$ cat config.mk
export PLATFORM = sky130hd
export DESIGN_NAME = lvdgm_port_ctrl
export DESIGN_NICKNAME = d
export VERILOG_FILES = /design/src/hw/lvdgm_pkg.sv /design/src/hw/lvdgm_mode_qual.sv /design/src/hw/lvdgm_port_ctrl.sv
export SDC_FILE = /design/constraint.sdc
export NUM_CORES = 1
export LEC_CHECK = 0
export BUFFER_PORTS_ARGS = -buffer_cell sky130_fd_sc_hd__buf_4
export CORE_ASPECT_RATIO = 1.75
export CORE_MARGIN = 4
export CORE_UTILIZATION = 55
export DETAILED_ROUTE_END_ITERATION = 12
export PLACE_DENSITY = 0.79
export SYNTH_ARGS = -nofsm -noshare
export SYNTH_HDL_FRONTEND = slang
export SYNTH_SLANG_ARGS = --single-unit
$ cat constraint.sdc
create_clock -name clk -period 5.2 [get_ports clk]
set_input_delay 0.26 -clock clk [delete_from_list [all_inputs] [get_ports clk]]
set_output_delay 0.26 -clock clk [all_outputs]
set_load 0.01 [all_outputs]
$ cat src/hw/lvdgm_pkg.sv
// package of constants for the glitch-managing bus port controller
// assumes a single 100 MHz clock and no software-visible registers
package lvdgm_pkg;
    // ========================================================================
    // timing
    // ========================================================================
    localparam int CLK_PERIOD_NS = 10; // local clock period
    localparam int SETTLE_NS = 400; // bus settle delay
    localparam int SETTLE_CYC = (SETTLE_NS + CLK_PERIOD_NS - 1) / CLK_PERIOD_NS;
    localparam int QUAL_MS = 100; // mode qualification interval
    localparam int QUAL_CYC = QUAL_MS * 1000000 / CLK_PERIOD_NS;
    localparam int CNT_W = 24; // width of long timers
    // ========================================================================
    // mode codes from the four sense comparators (low, mid, high thresholds, LVD top)
    // ========================================================================
    localparam logic [1:0] MODE_SE = 2'h0;
    localparam logic [1:0] MODE_LVD = 2'h1;
    localparam logic [1:0] MODE_HVD = 2'h2;
    localparam logic [1:0] MODE_NONE = 2'h3; // indeterminate
    // ========================================================================
    // control line indices in the bus vector
    // ========================================================================
    localparam int LN_BSY = 0;
    localparam int LN_SEL = 1;
    localparam int LN_RST = 2;
    localparam int LN_ACK = 3;
    localparam int LN_ATN = 4;
    localparam int LN_REQ = 5;
    localparam int LN_CD = 6;
    localparam int LN_IO = 7;
    localparam int LN_MSG = 8;
    localparam int NCTL = 9;
    // ========================================================================
    // driver leg enables per line: {src4, src2, src1, src3}
    // ========================================================================
    localparam logic [3:0] LEG_ASSERT = 4'hC; // source 4 and source 2
    localparam logic [3:0] LEG_NEGATE = 4'h3; // source 1 and source 3
    localparam logic [3:0] LEG_OFF = 4'h0; // released, high impedance
endpackage : lvdgm_pkg

$ cat src/hw/lvdgm_mode_qual.sv
// mode sense qualifier: synchroniser, band decode, stability timers
// assumes sense comparator outputs are asynchronous levels
`timescale 1ns/100ps
module lvdgm_mode_qual #(
    parameter int QUAL_CYC = lvdgm_pkg::QUAL_CYC
) (
    input wire logic clk,
    input wire logic resetn,
    input wire logic senseAboveLow, // sense above SE band top
    input wire logic senseAboveMid, // sense at or above LVD band bottom
    input wire logic senseAboveHigh, // sense at or above HVD band bottom
    input wire logic senseBelowLvdTop, // sense at or below LVD band top
    output logic [1:0] qualMode, // qualified mode
    output logic driversReady // power-up and stability hold-off done
);
    // ========================================================================
    // state
    // ========================================================================
    typedef struct packed {
        logic [3:0] s1; // first sync stage
        logic [3:0] s2;
        logic [3:0] s3;
        logic [1:0] cand; // candidate mode being timed
        logic [lvdgm_pkg::CNT_W-1:0] candCnt; // candidate stable cycles
        logic [1:0] mode; // qualified mode
        logic [lvdgm_pkg::CNT_W-1:0] upCnt; // operational time
        logic upDone;
        logic [lvdgm_pkg::CNT_W-1:0] stabCnt; // stability after power-up
        logic ready;
    } lvdgm_qual_s;
    lvdgm_qual_s st_r, st_nxt;
    localparam logic [lvdgm_pkg::CNT_W-1:0] QLIM = lvdgm_pkg::CNT_W'(QUAL_CYC - 1);

    // decode the agreed comparator word into a band
    function automatic logic [1:0] band(input logic [3:0] c);
        if (!c[0])
            band = lvdgm_pkg::MODE_SE;
        else if (c[1] && c[3] && !c[2])
            band = lvdgm_pkg::MODE_LVD;
        else if (c[2])
            band = lvdgm_pkg::MODE_HVD;
        else
            band = lvdgm_pkg::MODE_NONE; // gaps count as no mode
    endfunction : band

    logic [1:0] seen;
    // ========================================================================
    // next state
    // ========================================================================
    always_comb
    begin
        st_nxt = st_r;
        st_nxt.s1 = {senseBelowLvdTop, senseAboveHigh, senseAboveMid, senseAboveLow};
        st_nxt.s2 = st_r.s1;
        st_nxt.s3 = st_r.s2;
        // only a level that stages two and three agree on counts
        seen = (st_r.s2 == st_r.s3) ? band(st_r.s3) : lvdgm_pkg::MODE_NONE;
        // new mode must be held unbroken for the full interval
        if (seen == lvdgm_pkg::MODE_NONE || seen != st_r.cand)
        begin
            st_nxt.cand = seen;
            st_nxt.candCnt = '0;
        end
        else if (st_r.candCnt != QLIM)
            st_nxt.candCnt = st_r.candCnt + 1'b1;
        else
            st_nxt.mode = st_r.cand;
        // operational interval first
        if (!st_r.upDone)
        begin
            if (st_r.upCnt == QLIM)
                st_nxt.upDone = 1'b1;
            else
                st_nxt.upCnt = st_r.upCnt + 1'b1;
        end
        // then stability of the detected mode
        else if (!st_r.ready)
        begin
            if (st_nxt.mode != st_r.mode || st_r.mode == lvdgm_pkg::MODE_NONE)
                st_nxt.stabCnt = '0;
            else if (st_r.stabCnt == QLIM)
                st_nxt.ready = 1'b1;
            else
                st_nxt.stabCnt = st_r.stabCnt + 1'b1;
        end
    end

    // ========================================================================
    // registers
    // ========================================================================
    always_ff @(posedge clk or negedge resetn)
    begin
        if (!resetn)
        begin
            st_r <= '0;
            st_r.cand <= lvdgm_pkg::MODE_NONE;
            st_r.mode <= lvdgm_pkg::MODE_NONE;
        end
        else
            st_r <= st_nxt;
    end

    assign qualMode = st_r.mode;
    assign driversReady = st_r.ready;

    // drivers never ready before the operational interval
    a_ready_after_up: assert property (@(posedge clk) disable iff (!resetn)
        st_r.ready |-> st_r.upDone)
        else $error("drivers ready before operational interval");
    // qualified mode only changes to the candidate at full count
    a_mode_change_qual: assert property (@(posedge clk) disable iff (!resetn)
        (st_r.mode != $past(st_r.mode)) |-> ($past(st_r.candCnt) == QLIM))
        else $error("mode changed without full qualification");
endmodule : lvdgm_mode_qual

$ cat src/hw/lvdgm_port_ctrl.sv
// bus port controller: mode gating, driver legs and release glitch timing
// assumes protocol logic gives desired line values and role; bus pins via
// comparator inputs (asynchronous) and per-line driver leg enables
`timescale 1ns/100ps
module lvdgm_port_ctrl #(
    parameter int SETTLE_CYC = lvdgm_pkg::SETTLE_CYC,
    parameter int QUAL_CYC = lvdgm_pkg::QUAL_CYC,
    parameter int DW = 18 // data plus parity lines
) (
    input wire logic clk,
    input wire logic resetn,
    input wire logic senseAboveLow,
    input wire logic senseAboveMid,
    input wire logic senseAboveHigh,
    input wire logic senseBelowLvdTop,
    input wire logic roleTarget, // 1 target, 0 initiator
    input wire logic selPhase, // selection or reselection in progress
    input wire logic [lvdgm_pkg::NCTL-1:0] ctlWant, // desired asserted lines
    input wire logic [lvdgm_pkg::NCTL-1:0] ctlOwn, // lines this end drives
    input wire logic dataDrive, // protocol wants data bus driven
    input wire logic [DW-1:0] dataWant,
    input wire logic [lvdgm_pkg::NCTL-1:0] ctlIn, // received control lines
    output logic [4*lvdgm_pkg::NCTL-1:0] ctlLegs, // 4 legs per control line
    output logic [4*DW-1:0] dataLegs, // 4 legs per data line
    output logic [lvdgm_pkg::NCTL-1:0] ctlSeen, // qualified received lines
    output logic busFree,
    output logic [1:0] busMode,
    output logic termLvd, // terminator in LVD mode
    output logic termSe, // terminator in SE mode
    output logic gndDrvOn // ground drivers enabled
);
    // ========================================================================
    // mode qualifier
    // ========================================================================
    logic [1:0] qMode;
    logic ready;
    lvdgm_mode_qual #(.QUAL_CYC(QUAL_CYC)) uQual (
        .clk(clk),
        .resetn(resetn),
        .senseAboveLow(senseAboveLow),
        .senseAboveMid(senseAboveMid),
        .senseAboveHigh(senseAboveHigh),
        .senseBelowLvdTop(senseBelowLvdTop),
        .qualMode(qMode),
        .driversReady(ready)
    );

    // ========================================================================
    // state
    // ========================================================================
    localparam int TW = 16;
    localparam logic [TW-1:0] T_SET = TW'(SETTLE_CYC);
    localparam logic [TW-1:0] T_REQ = TW'((5 * SETTLE_CYC + 1) / 2); // 2.5 settles
    localparam logic [TW-1:0] T_IGN = TW'(SETTLE_CYC); // well inside 1.5 settles

    typedef struct packed {
        logic [lvdgm_pkg::NCTL-1:0] s1; // first sync stage
        logic [lvdgm_pkg::NCTL-1:0] s2;
        logic [lvdgm_pkg::NCTL-1:0] s3;
        logic [lvdgm_pkg::NCTL-1:0] seen; // debounced received lines
        logic [TW-1:0] freeCnt; // cycles with BSY and SEL false
        logic free;
        logic [TW-1:0] relCnt; // cycles since own BSY released
        logic bsyOwnPrev;
        logic ignAckAtn; // target ignoring ACK, ATN
        logic [TW-1:0] inCnt; // cycles since BSY seen false
        logic ignReq; // initiator ignoring REQ
        logic bsySeenPrev;
        logic reqHold; // REQ kept negated
        logic cdHold; // C/D, I/O, MSG kept negated
    } lvdgm_ctl_s;
    lvdgm_ctl_s st_r, st_nxt;

    function automatic logic [3:0] legs(input logic on, input logic neg, input logic val);
        if (!on)
            legs = lvdgm_pkg::LEG_OFF;
        else if (val)
            legs = lvdgm_pkg::LEG_ASSERT;
        else if (neg)
            legs = lvdgm_pkg::LEG_NEGATE;
        else
            legs = lvdgm_pkg::LEG_OFF;
    endfunction : legs

    function automatic logic [TW-1:0] sat(input logic [TW-1:0] c);
        sat = (c == {TW{1'b1}}) ? c : c + 1'b1;
    endfunction : sat

    // ========================================================================
    // next state: synchroniser, bus free, glitch timers
    // ========================================================================
    always_comb
    begin
        st_nxt = st_r;
        st_nxt.s1 = ctlIn;
        st_nxt.s2 = st_r.s1;
        st_nxt.s3 = st_r.s2;
        for (int i = 0; i < lvdgm_pkg::NCTL; i++)
            if (st_r.s2[i] == st_r.s3[i])
                st_nxt.seen[i] = st_r.s3[i];
        // bus free a settle delay after BSY and SEL both false
        if (st_r.seen[lvdgm_pkg::LN_BSY] || st_r.seen[lvdgm_pkg::LN_SEL])
        begin
            st_nxt.freeCnt = '0;
            st_nxt.free = 1'b0;
        end
        else if (st_r.freeCnt >= T_SET - 1'b1)
            st_nxt.free = 1'b1;
        else
            st_nxt.freeCnt = st_r.freeCnt + 1'b1;
        // target: timers from own BSY release
        st_nxt.bsyOwnPrev = ctlWant[lvdgm_pkg::LN_BSY] & ctlOwn[lvdgm_pkg::LN_BSY];
        if (st_nxt.bsyOwnPrev)
        begin
            st_nxt.relCnt = '0;
            st_nxt.ignAckAtn = 1'b0; // connection held, listen again
            st_nxt.reqHold = roleTarget;
            st_nxt.cdHold = roleTarget && selPhase;
        end
        else
        begin
            st_nxt.relCnt = sat(st_r.relCnt);
            st_nxt.cdHold = 1'b0; // BSY released, may release
            if (roleTarget && st_r.bsyOwnPrev)
                st_nxt.ignAckAtn = 1'b1;
            if (st_r.relCnt >= T_REQ - 1'b1)
                st_nxt.reqHold = 1'b0;
        end
        // initiator: ignore REQ after BSY true to false
        st_nxt.bsySeenPrev = st_r.seen[lvdgm_pkg::LN_BSY];
        if (st_r.seen[lvdgm_pkg::LN_BSY])
        begin
            st_nxt.inCnt = '0;
            if (!st_r.ignReq || st_r.free)
                st_nxt.ignReq = 1'b0;
        end
        else
        begin
            st_nxt.inCnt = sat(st_r.inCnt);
            if (!roleTarget && st_r.inCnt >= T_IGN - 1'b1)
                st_nxt.ignReq = 1'b1;
        end
        if (st_r.seen[lvdgm_pkg::LN_BSY] && !st_r.bsySeenPrev)
            st_nxt.ignReq = 1'b0; // new connection
    end

    // ========================================================================
    // registers
    // ========================================================================
    always_ff @(posedge clk or negedge resetn)
    begin
        if (!resetn)
            st_r <= '0;
        else
            st_r <= st_nxt;
    end

    // ========================================================================
    // driver legs; high impedance until ready and in SE or LVD mode
    // ========================================================================
    logic drvOk;
    logic [lvdgm_pkg::NCTL-1:0] negOk;
    logic [lvdgm_pkg::NCTL-1:0] ctlOn;
    always_comb
    begin
        drvOk = ready && (qMode == lvdgm_pkg::MODE_SE || qMode == lvdgm_pkg::MODE_LVD);
        // BSY, SEL, RST never actively negated
        negOk = '1;
        negOk[lvdgm_pkg::LN_BSY] = 1'b0;
        negOk[lvdgm_pkg::LN_SEL] = 1'b0;
        negOk[lvdgm_pkg::LN_RST] = 1'b0;
        ctlOn = ctlOwn;
        // initiator ACK, ATN stay driven until bus free, negated unless wanted and owned
        if (!roleTarget && !st_r.free)
        begin
            ctlOn[lvdgm_pkg::LN_ACK] = 1'b1;
            ctlOn[lvdgm_pkg::LN_ATN] = 1'b1;
        end
        if (st_r.reqHold)
            ctlOn[lvdgm_pkg::LN_REQ] = 1'b1;
        if (st_r.cdHold)
        begin
            ctlOn[lvdgm_pkg::LN_CD] = 1'b1;
            ctlOn[lvdgm_pkg::LN_IO] = 1'b1;
            ctlOn[lvdgm_pkg::LN_MSG] = 1'b1;
        end
        for (int i = 0; i < lvdgm_pkg::NCTL; i++)
            ctlLegs[4*i +: 4] = legs(drvOk && ctlOn[i], negOk[i], ctlWant[i] && ctlOwn[i]);
        // selection data zeros released, transfer data actively negated
        for (int j = 0; j < DW; j++)
            dataLegs[4*j +: 4] = legs(drvOk && dataDrive, !selPhase, dataWant[j]);
    end

    // received lines with ignore masks applied
    always_comb
    begin
        ctlSeen = st_r.seen;
        if (st_r.ignAckAtn)
        begin
            ctlSeen[lvdgm_pkg::LN_ACK] = 1'b0;
            ctlSeen[lvdgm_pkg::LN_ATN] = 1'b0;
        end
        if (st_r.ignReq)
            ctlSeen[lvdgm_pkg::LN_REQ] = 1'b0;
    end

    assign busFree = st_r.free;
    assign busMode = qMode;
    assign termLvd = qMode == lvdgm_pkg::MODE_LVD;
    assign termSe = qMode == lvdgm_pkg::MODE_SE;
    assign gndDrvOn = qMode == lvdgm_pkg::MODE_SE;

    // ========================================================================
    // checks
    // ========================================================================
    a_bsy_no_negate: assert property (@(posedge clk) disable iff (!resetn)
        ctlLegs[4*lvdgm_pkg::LN_BSY +: 4] != lvdgm_pkg::LEG_NEGATE)
        else $error("BSY actively negated");
    a_hvd_all_off: assert property (@(posedge clk) disable iff (!resetn)
        (qMode == lvdgm_pkg::MODE_HVD || !ready) |-> (ctlLegs == '0 && dataLegs == '0))
        else $error("driver enabled in HVD or before ready");
    a_free_needs_idle: assert property (@(posedge clk) disable iff (!resetn)
        $rose(st_r.free) |-> $past(!st_r.seen[lvdgm_pkg::LN_BSY] && !st_r.seen[lvdgm_pkg::LN_SEL]))
        else $error("bus free without idle lines");
    a_ack_held_init: assert property (@(posedge clk) disable iff (!resetn)
        (ready && !roleTarget && !st_r.free && qMode != lvdgm_pkg::MODE_HVD && qMode != lvdgm_pkg::MODE_NONE
         && !ctlWant[lvdgm_pkg::LN_ACK]) |-> ctlLegs[4*lvdgm_pkg::LN_ACK +: 4] == lvdgm_pkg::LEG_NEGATE)
        else $error("initiator ACK released before bus free");
    a_ignore_ack: assert property (@(posedge clk) disable iff (!resetn)
        (roleTarget && $fell(st_r.bsyOwnPrev)) |-> ##1 st_r.ignAckAtn)
        else $error("target not ignoring ACK after BSY release");
    a_req_hold_time: assert property (@(posedge clk) disable iff (!resetn)
        $fell(st_r.reqHold) |-> $past(st_r.relCnt) >= T_REQ - 1'b1)
        else $error("REQ released too early");
    a_req_ignore: assert property (@(posedge clk) disable iff (!resetn)
        (!roleTarget && st_r.inCnt == T_IGN && !st_r.seen[lvdgm_pkg::LN_BSY]) |-> st_r.ignReq)
        else $error("initiator not ignoring REQ in time");
    a_sel_data_zero: assert property (@(posedge clk) disable iff (!resetn)
        selPhase |-> !(dataLegs[3:0] == lvdgm_pkg::LEG_NEGATE))
        else $error("selection data bit actively negated");
    a_gnd_se: assert property (@(posedge clk) disable iff (!resetn)
        gndDrvOn == (busMode == lvdgm_pkg::MODE_SE))
        else $error("ground driver mismatch");
endmodule : lvdgm_port_ctrl

==> metrics.md, run 1 <==
| Metric | Value |
|---|---|
| Status | completed |
| Initial antenna violation count | 4 |
| Dpl cells | 1162 |
| Grt ovf | 0 |
| Core ar. | 0.0158 mm2 |
| Final hold vios | 0 |
| Final worst-path cycle share | 61.7% |
| Worst path max stage delay | 0.73 ns |
| Largest net degree at the start of global routing | 81 |
| Wire length per cell | 17.8 um |
| Comb pwr share | 5.9% |
| IO Port Bufs | 170 |
| Crit path required time | 4.94 ns |
| Distinct cells, synth | 57 |
| Clk pwr share | 43.7% |
| Post-route minimum period | 3.21 ns |
| CTS resizes | 0 |
| CTS Buf Count | 17 |
| Worst setup path category | flip-flop to output port |
| Synthesized cell area | 0.00883 mm2 |
| Cell Rows | 61 |
| EDFF count, synth | 0 |
| Yosys top cell by area | dfrtp_1 |
| CTS tree | yes |
| Layout filler cell count | 1239 |
| Gpl congestion | 0.976 |
| Crit. End Element | output port |
| Worst Tran Pin Value | 1.11 ns |
| Slew Limit Fails | 0 |
| Area of the die | 0.0182 mm2 |
| Overall die height | 176 um |
| Pint | 0.00222 W |
| Initial Util | 55.9% |
| Final Setup Violations | 0 |
| Vias | 6971 |
| CP max-delay cell | nor2b_2 |
| IR drop worst, VDD | 243 uV |
| CP max FO | 28 |
| FF-to-FF setup slack | 2.38 ns |
| Die X | 104 um |
| Net Sw Power | 0.000740 W |
| Synthesized flop and latch total | 181 |
| Final instance count without filler cells | 1208 |
| Relative slew slack | 26.2% |
| Worst skew pair latency | 0.43 ns |
| Residual DRC | 0 |
| Final ANT Viol Nets | 0 |
| Crit path DAT | 2.95 ns |
| HPWL Detailed | 15900 um |
| 1st-pass router iterations | 5 |
| ANT cells | 0 |
| RSZ-0062 raised after global routing | no |
| Worst-path clk slew | 0.07 ns |
| Starting DRT DRC Count | 393 |
| Seq pwr share | 50.3% |
| F_max | 0.312 GHz |
| Clk sinks | 181 |
| Most frequent cell after synthesis | dfrtp_1 |
| Critical path buffer and inverter count | 1 |
| Synth top area cells | dfrtp_1 (50%), buf_4 (5.6%), xnor2_1 (4.7%), nor2_1 (4.6%), and3_1 (3.2%) |
| Final instance area | 0.0105 mm2 |
| Placed cell areas | 0.00979 mm2 |
| Global-route wire length before repair | 35300 um |
| Seq/Total Area, Yosys | 51.3% |
| Post-Syn Instances | 886 |
| Leakage | 4.91 nW |
| Max clock buf depth | 2 |
| Yosys warning count | 0 |
| H-tree depth | 4 |
| # IOs | 177 |
| Layout cells sized above 1 | 21.9% |
| Max Cap Viol | 0 |
| Fin Setup TNS | 0 ns |
| Crit-path leading delay family | simple AND/OR/NAND/NOR gates |
| PwrDens | 281 mW/mm2 |
| Main synth FF type | dfrtp_1 |
| Mean Syn Cell Area | 9.97 um2 |
| GRT Overall Usage | 24.2% |
| Startpoint Class | flip-flop |
| DRT Wirelength | 21500 um |
| Worst Clk Skew | 0.0117 ns |
| Worst Hold Class | primary input to flip-flop |
| Vias in the first global route | 7163 |
| CTS root buffer | clkbuf_16 |
| Cells along the critical path | nor2b_2 -> nand3b_1 -> nor2_1 -> buf_4 |
| Area grow syn2layout | 19.2% |
| Ys async rst share | 100% |
| Top-area cell type share of the netlist area | 50.1% |
| Vias per cell | 5.77 |
| Sw Ratio | 25.0% |
| Most frequent cells after synthesis | dfrtp_1 (177), nor2_1 (109), nand2_1 (68) |
| Nets | 1066 |
## power groups by stage
stage	combinational [W]	clock, W	sequential (W)
after floorplan	0.0000859	0	0.00151
final	0.000175	0.00130	0.00149
after CTS	0.000177	0.00132	0.00149
after global placement	0.000161	0	0.00152
after global routing	0.000199	0.00139	0.00150
after detailed placement	0.000168	0	0.00152
## layout by cell type (no fill, tap or decap), drive strengths merged, types with 7 or more instances in the layout
| master | n |
|---|---|
| a31oi | 10 |
| xor2 | 26 |
| clkbuf | 17 |
| nand3 | 44 |
| xnor2 | 47 |
| a21oi | 17 |
| buf | 173 |
| dfrtp | 177 |
| nor3 | 20 |
| o21ai | 12 |
| nand2 | 68 |
| nor4 | 15 |
| inv | 33 |
| or3 | 7 |
| nor2 | 109 |
| and2 | 24 |
| nor2b | 10 |
| and3 | 45 |
| dlygate4sd3 | 14 |
| nand4 | 26 |
| maj3 | 9 |
| and4 | 11 |
| mux2i | 7 |
## final cells by class
cell class | count | area (um2) | area share [%]
Clock buffer | 17 | 425 | 4.04
Clock inverter | 15 | 178 | 1.69
Inverter | 24 | 90.1 | 0.856
Multi-Input combinational cell | 595 | 3620 | 34.4
Sequential cell | 181 | 4530 | 43.1
Tap cell | 189 | 236 | 2.25
Timing Repair Buffer | 187 | 1440 | 13.7
## per-layer routing
metal	vias up	GRT usage, %	wire [um]
met5	-	0	67
met1	3364	26.9	7720
met2	305	42.1	10900
met4	8	10.8	812
met3	55	8.16	2000
li1	3239	-	-
## state kept, by name, indices dropped and copies added, names as in the netlist
| name | cells |
|---|---|
| uQual.driversReady | 1 |
| uQual.st_nxt | 8 |
| uQual.qualMode | 2 |
| uQual.st_r | 79 |
| ctlSeen | 6 |
| st_r | 66 |
| busFree | 1 |
| st_nxt | 18 |
## cell families after synthesis
logic type	synth area share [%]
other	0.0425
and+or+nand+nor	23.9
muxes	1.05
DFF	51.3
adders and majority gates	1.87
AOI/OAI and AO/OA	6.66
xor gates and xnor gates	7.24
buffers and inverters	7.89
## path summary, 6_finish.rpt
path / start / to / cells after the start
max: uQual.driversReady / dataLegs[5] / 4
min: selPhase / st_r[0] / 2
max reg2reg: uQual.st_r[52] / uQual.st_r[21] / 8
min reg2reg: st_nxt[80] / st_nxt[71] / 0
max in group asynchronous: resetn / uQual.st_r[41] / 3
min in group asynchronous: resetn / st_r[4] / 2
## repair_timing
action	4_1_cts	5_1_grt
hold buffers	14	0
buffers inserted	0	0
hold endpoints to repair	87	0
## stage by stage
step | total power (W) | utilization (%) | worst slack [ns] | hold WS (ns)
after detailed placement | 0.00169 | 61.9 | 2.41 | 0.336
after CTS | 0.00299 | 66.7 | 2.04 | 0.0710
after floorplan | 0.00159 | - | 2.78 | -0.0356
after global routing | 0.00309 | 66.7 | 1.78 | 0.0739
final | 0.00296 | 66.7 | 1.99 | 0.0850
after global placement | 0.00168 | 61.9 | 2.49 | 0.333
Note: power is estimated with default switching activity, not from simulation.
==> run 2: changes to the inputs <==
==> constraint.sdc (replaced) <==
create_clock -name clk -period 3.15 [get_ports clk]
set_input_delay 0.1575 -clock clk [delete_from_list [all_inputs] [get_ports clk]]
set_output_delay 0.1575 -clock clk [all_outputs]
set_load 0.01 [all_outputs]
==> run 2 against run 1 <==
Net effect: register-to-register slack lost 2.0 ns; flip-flop and latch count is the same; global-route usage shrank 0.23 points; via count shrank 0.29%; combinational power grew 66%; clock power grew 64%; critical path type is now flip-flop to flip-flop.
==> metrics.md, run 2 (synthesis gave the netlist of run 1 again) <==
| Metric | Value |
|---|---|
| Vias per cell | 5.71 (-1.0%) |
| Startpoint Class | flip-flop |
| WHS Endpoint | st_r[1] |
| RR Startpoint | uQual.st_r[76] |
| Final instance area | 0.0106 mm2 (+0.97%) |
| H-tree depth | 4 (unchanged) |
| Top reg by flops | uQual.st_r |
| Post-route minimum period | 2.81 ns |
| Worst setup path category | flip-flop to flip-flop |
| Fin Setup TNS | 0 ns (unchanged) |
| Initial antenna violation count | 5 (+1) |
| Commonest non-fill, non-tap cell in the layout | buf_4 |
| Nets | 1075 (+0.84%) |
| FF-to-FF setup slack | 0.34 ns (-2.04 ns) |
| IO Port Bufs | 170 (unchanged) |
| Vias in the first global route | 6969 (-2.7%) |
| Clk sinks | 181 (unchanged) |
| Core ar. | 0.0158 mm2 (unchanged) |
| Overall die height | 176 um (unchanged) |
| HPWL Detailed | 16100 um (+1.1%) |
| Final hold vios | 0 (unchanged) |
| Final instance count without filler cells | 1217 (+0.75%) |
| Worst r2r dst | uQual.st_r[9] |
| ANT cells | 0 (unchanged) |
| Worst Tran Pin Value | 1.10 ns (-0.00616 ns) |
| PwrDens | 459 mW/mm2 (+63%) |
| Final worst slack | 0.339 ns (-1.65 ns) |
| Vias | 6951 (-0.29%) |
| Worst Clk Skew | 0.0121 ns (+0.000414 ns) |
| Placed cell areas | 0.00984 mm2 (+0.51%) |
| Worst-path clk slew | 0.08 ns (about the same) |
| Die X | 104 um (unchanged) |
| CP max FO | 11 (-61%) |
| Final Setup Violations | 0 (unchanged) |
| RSZ-0062 raised after global routing | no |
| Grt met3 use | 7.65% (-0.51 points) |
| Most frequent cells in the layout | buf_4 (179), dfrtp_1 (177), nor2_1 (109) |
| Starting DRT DRC Count | 388 (-1.3%) |
| Hold Crit Depth | 2 (unchanged) |
| Worst Hold Class | primary input to flip-flop |
| Crit. End Element | flip-flop |
| Worst skew pair latency | 0.43 ns (about the same) |
| Largest register FFs | 79 (unchanged) |
| CTS Buf Count | 17 (unchanged) |
| DRT Wirelength | 21400 um (-0.44%) |
| Max Cap Viol | 0 (unchanged) |
| Pre-CTS WS | 0.0244 ns (-2.38 ns) |
| Met2 Use GR | 43.0% (+0.92 points) |
| GRT busiest layer | met2 |
| Layout cells sized above 1 | 22.5% (+0.59 points) |
| GR Util met1 | 26.3% (-0.55 points) |
| Layout filler cell count | 1273 (+2.7%) |
| Relative slew slack | 26.6% (+0.41 points) |
| Status | completed |
| Cell Rows | 61 (unchanged) |
| Final worst-path cycle share | 89.2% |
| Largest net degree at the start of global routing | 70 (-14%) |
| Slew Limit Fails | 0 (unchanged) |
| F_max | 0.356 GHz |
| Global-route wire length before repair | 34800 um (-1.3%) |
| CTS root buffer | clkbuf_16 |
| 1st-pass router iterations | 5 (unchanged) |
| IR drop worst, VDD | 480 uV (+98%) |
| Reg2reg path depth | 7 (-1) |
| Max clock buf depth | 2 (unchanged) |
| GRT Overall Usage | 24.0% (-0.23 points) |
| Initial Util | 55.9% (unchanged) |
| Wire length per cell | 17.6 um (-1.2%) |
| CTS tree | yes |
| Min-delay src | roleTarget |
| Area grow syn2layout | 20.4% |
| # IOs | 177 (unchanged) |
| Dpl cells | 1167 (+0.43%) |
| Residual DRC | 0 (unchanged) |
| Area of the die | 0.0182 mm2 (unchanged) |
| Crit path DAT | 3.08 ns (+0.13 ns) |
| Power, Total | 0.00488 W (+65%) |
| Final ANT Viol Nets | 0 (unchanged) |
| Grt ovf | 0 (unchanged) |
| Leakage | 4.96 nW (+0.94%) |
| Gpl congestion | 0.932 (-4.5%) |
| Crit path required time | 3.42 ns (-1.52 ns) |
[run 2: cell count changes in the layout (fill, tap and decap cells not counted), sizes merged]
cell         before  now
bufinv            1    0
clkbuf           17   18
dlygate4sd3      14   15
clkinv            5    6
inv              33   32
buf             173  181
[run 2: power breakdown]
group	internal [W]	switching [W]
Sequential	0.00240	0.0000647
Clock	0.00110	0.00102
Combinational	0.000135	0.000155
Total	0.00363	0.00124
[run 2: worst max-delay path by stage]
stage                    from              to  slack [ns]  cells past startpoint
3_3_place_gp   uQual.st_r[76]  uQual.st_r[20]        0.28                      7
2_1_floorplan  uQual.st_r[52]   uQual.st_r[6]        0.73                      9
3_5_place_dp   uQual.st_r[76]   uQual.st_r[9]        0.02                      7
6_report       uQual.st_r[76]   uQual.st_r[9]        0.34                      7
4_1_cts        uQual.st_r[76]   uQual.st_r[9]        0.02                      7
5_1_grt        uQual.st_r[76]   uQual.st_r[9]        0.15                      7
[run 2: layout make-up]
| class | instances | area, um2 | area share, % |
|---|---|---|---|
| flip-flops and latches | 181 | 4530 | 42.6 |
| multi-input cells | 595 | 3630 | 34.2 |
| repair buffers | 196 | 1530 | 14.3 |
| clock buffers | 18 | 439 | 4.13 |
| well taps | 189 | 236 | 2.22 |
| clock inverters | 14 | 173 | 1.62 |
| inverters | 24 | 90.1 | 0.847 |
[run 2: metrics by stage]
step	hold WS (ns)	util, %
finish	0.0154	67.3
floorplan	-0.138	-
global placement	0.202	62.3
global route	0.00257	67.3
detailed placement	0.212	62.3
CTS	0.00343	67.1
[run 2: repair_timing]
action | in CTS | in global routing
setup buffers | 0 | 3
gates resized for setup | 0 | 1
hold buffers | 15 | 0
endpoints found under the hold margin | 77 | 0
setup endpoints to repair | 0 | 2
[run 2: critical path: stages, from the launching register on]
cell,delay [ns]
dfstp_2,0.57
nor2b_1,0.05
a31oi_1,0.40
a2111oi_4,0.19
a221oi_4,0.46
buf_4,0.25
nand2_1,0.22
o311ai_0,0.51
[run 2: per-layer routing]
layer	vias to the layer above	part of all wire, %
met5	-	0.37
met4	10	2.7
met3	44	8.8
met2	257	52
met1	3376	37
li1	3264	-
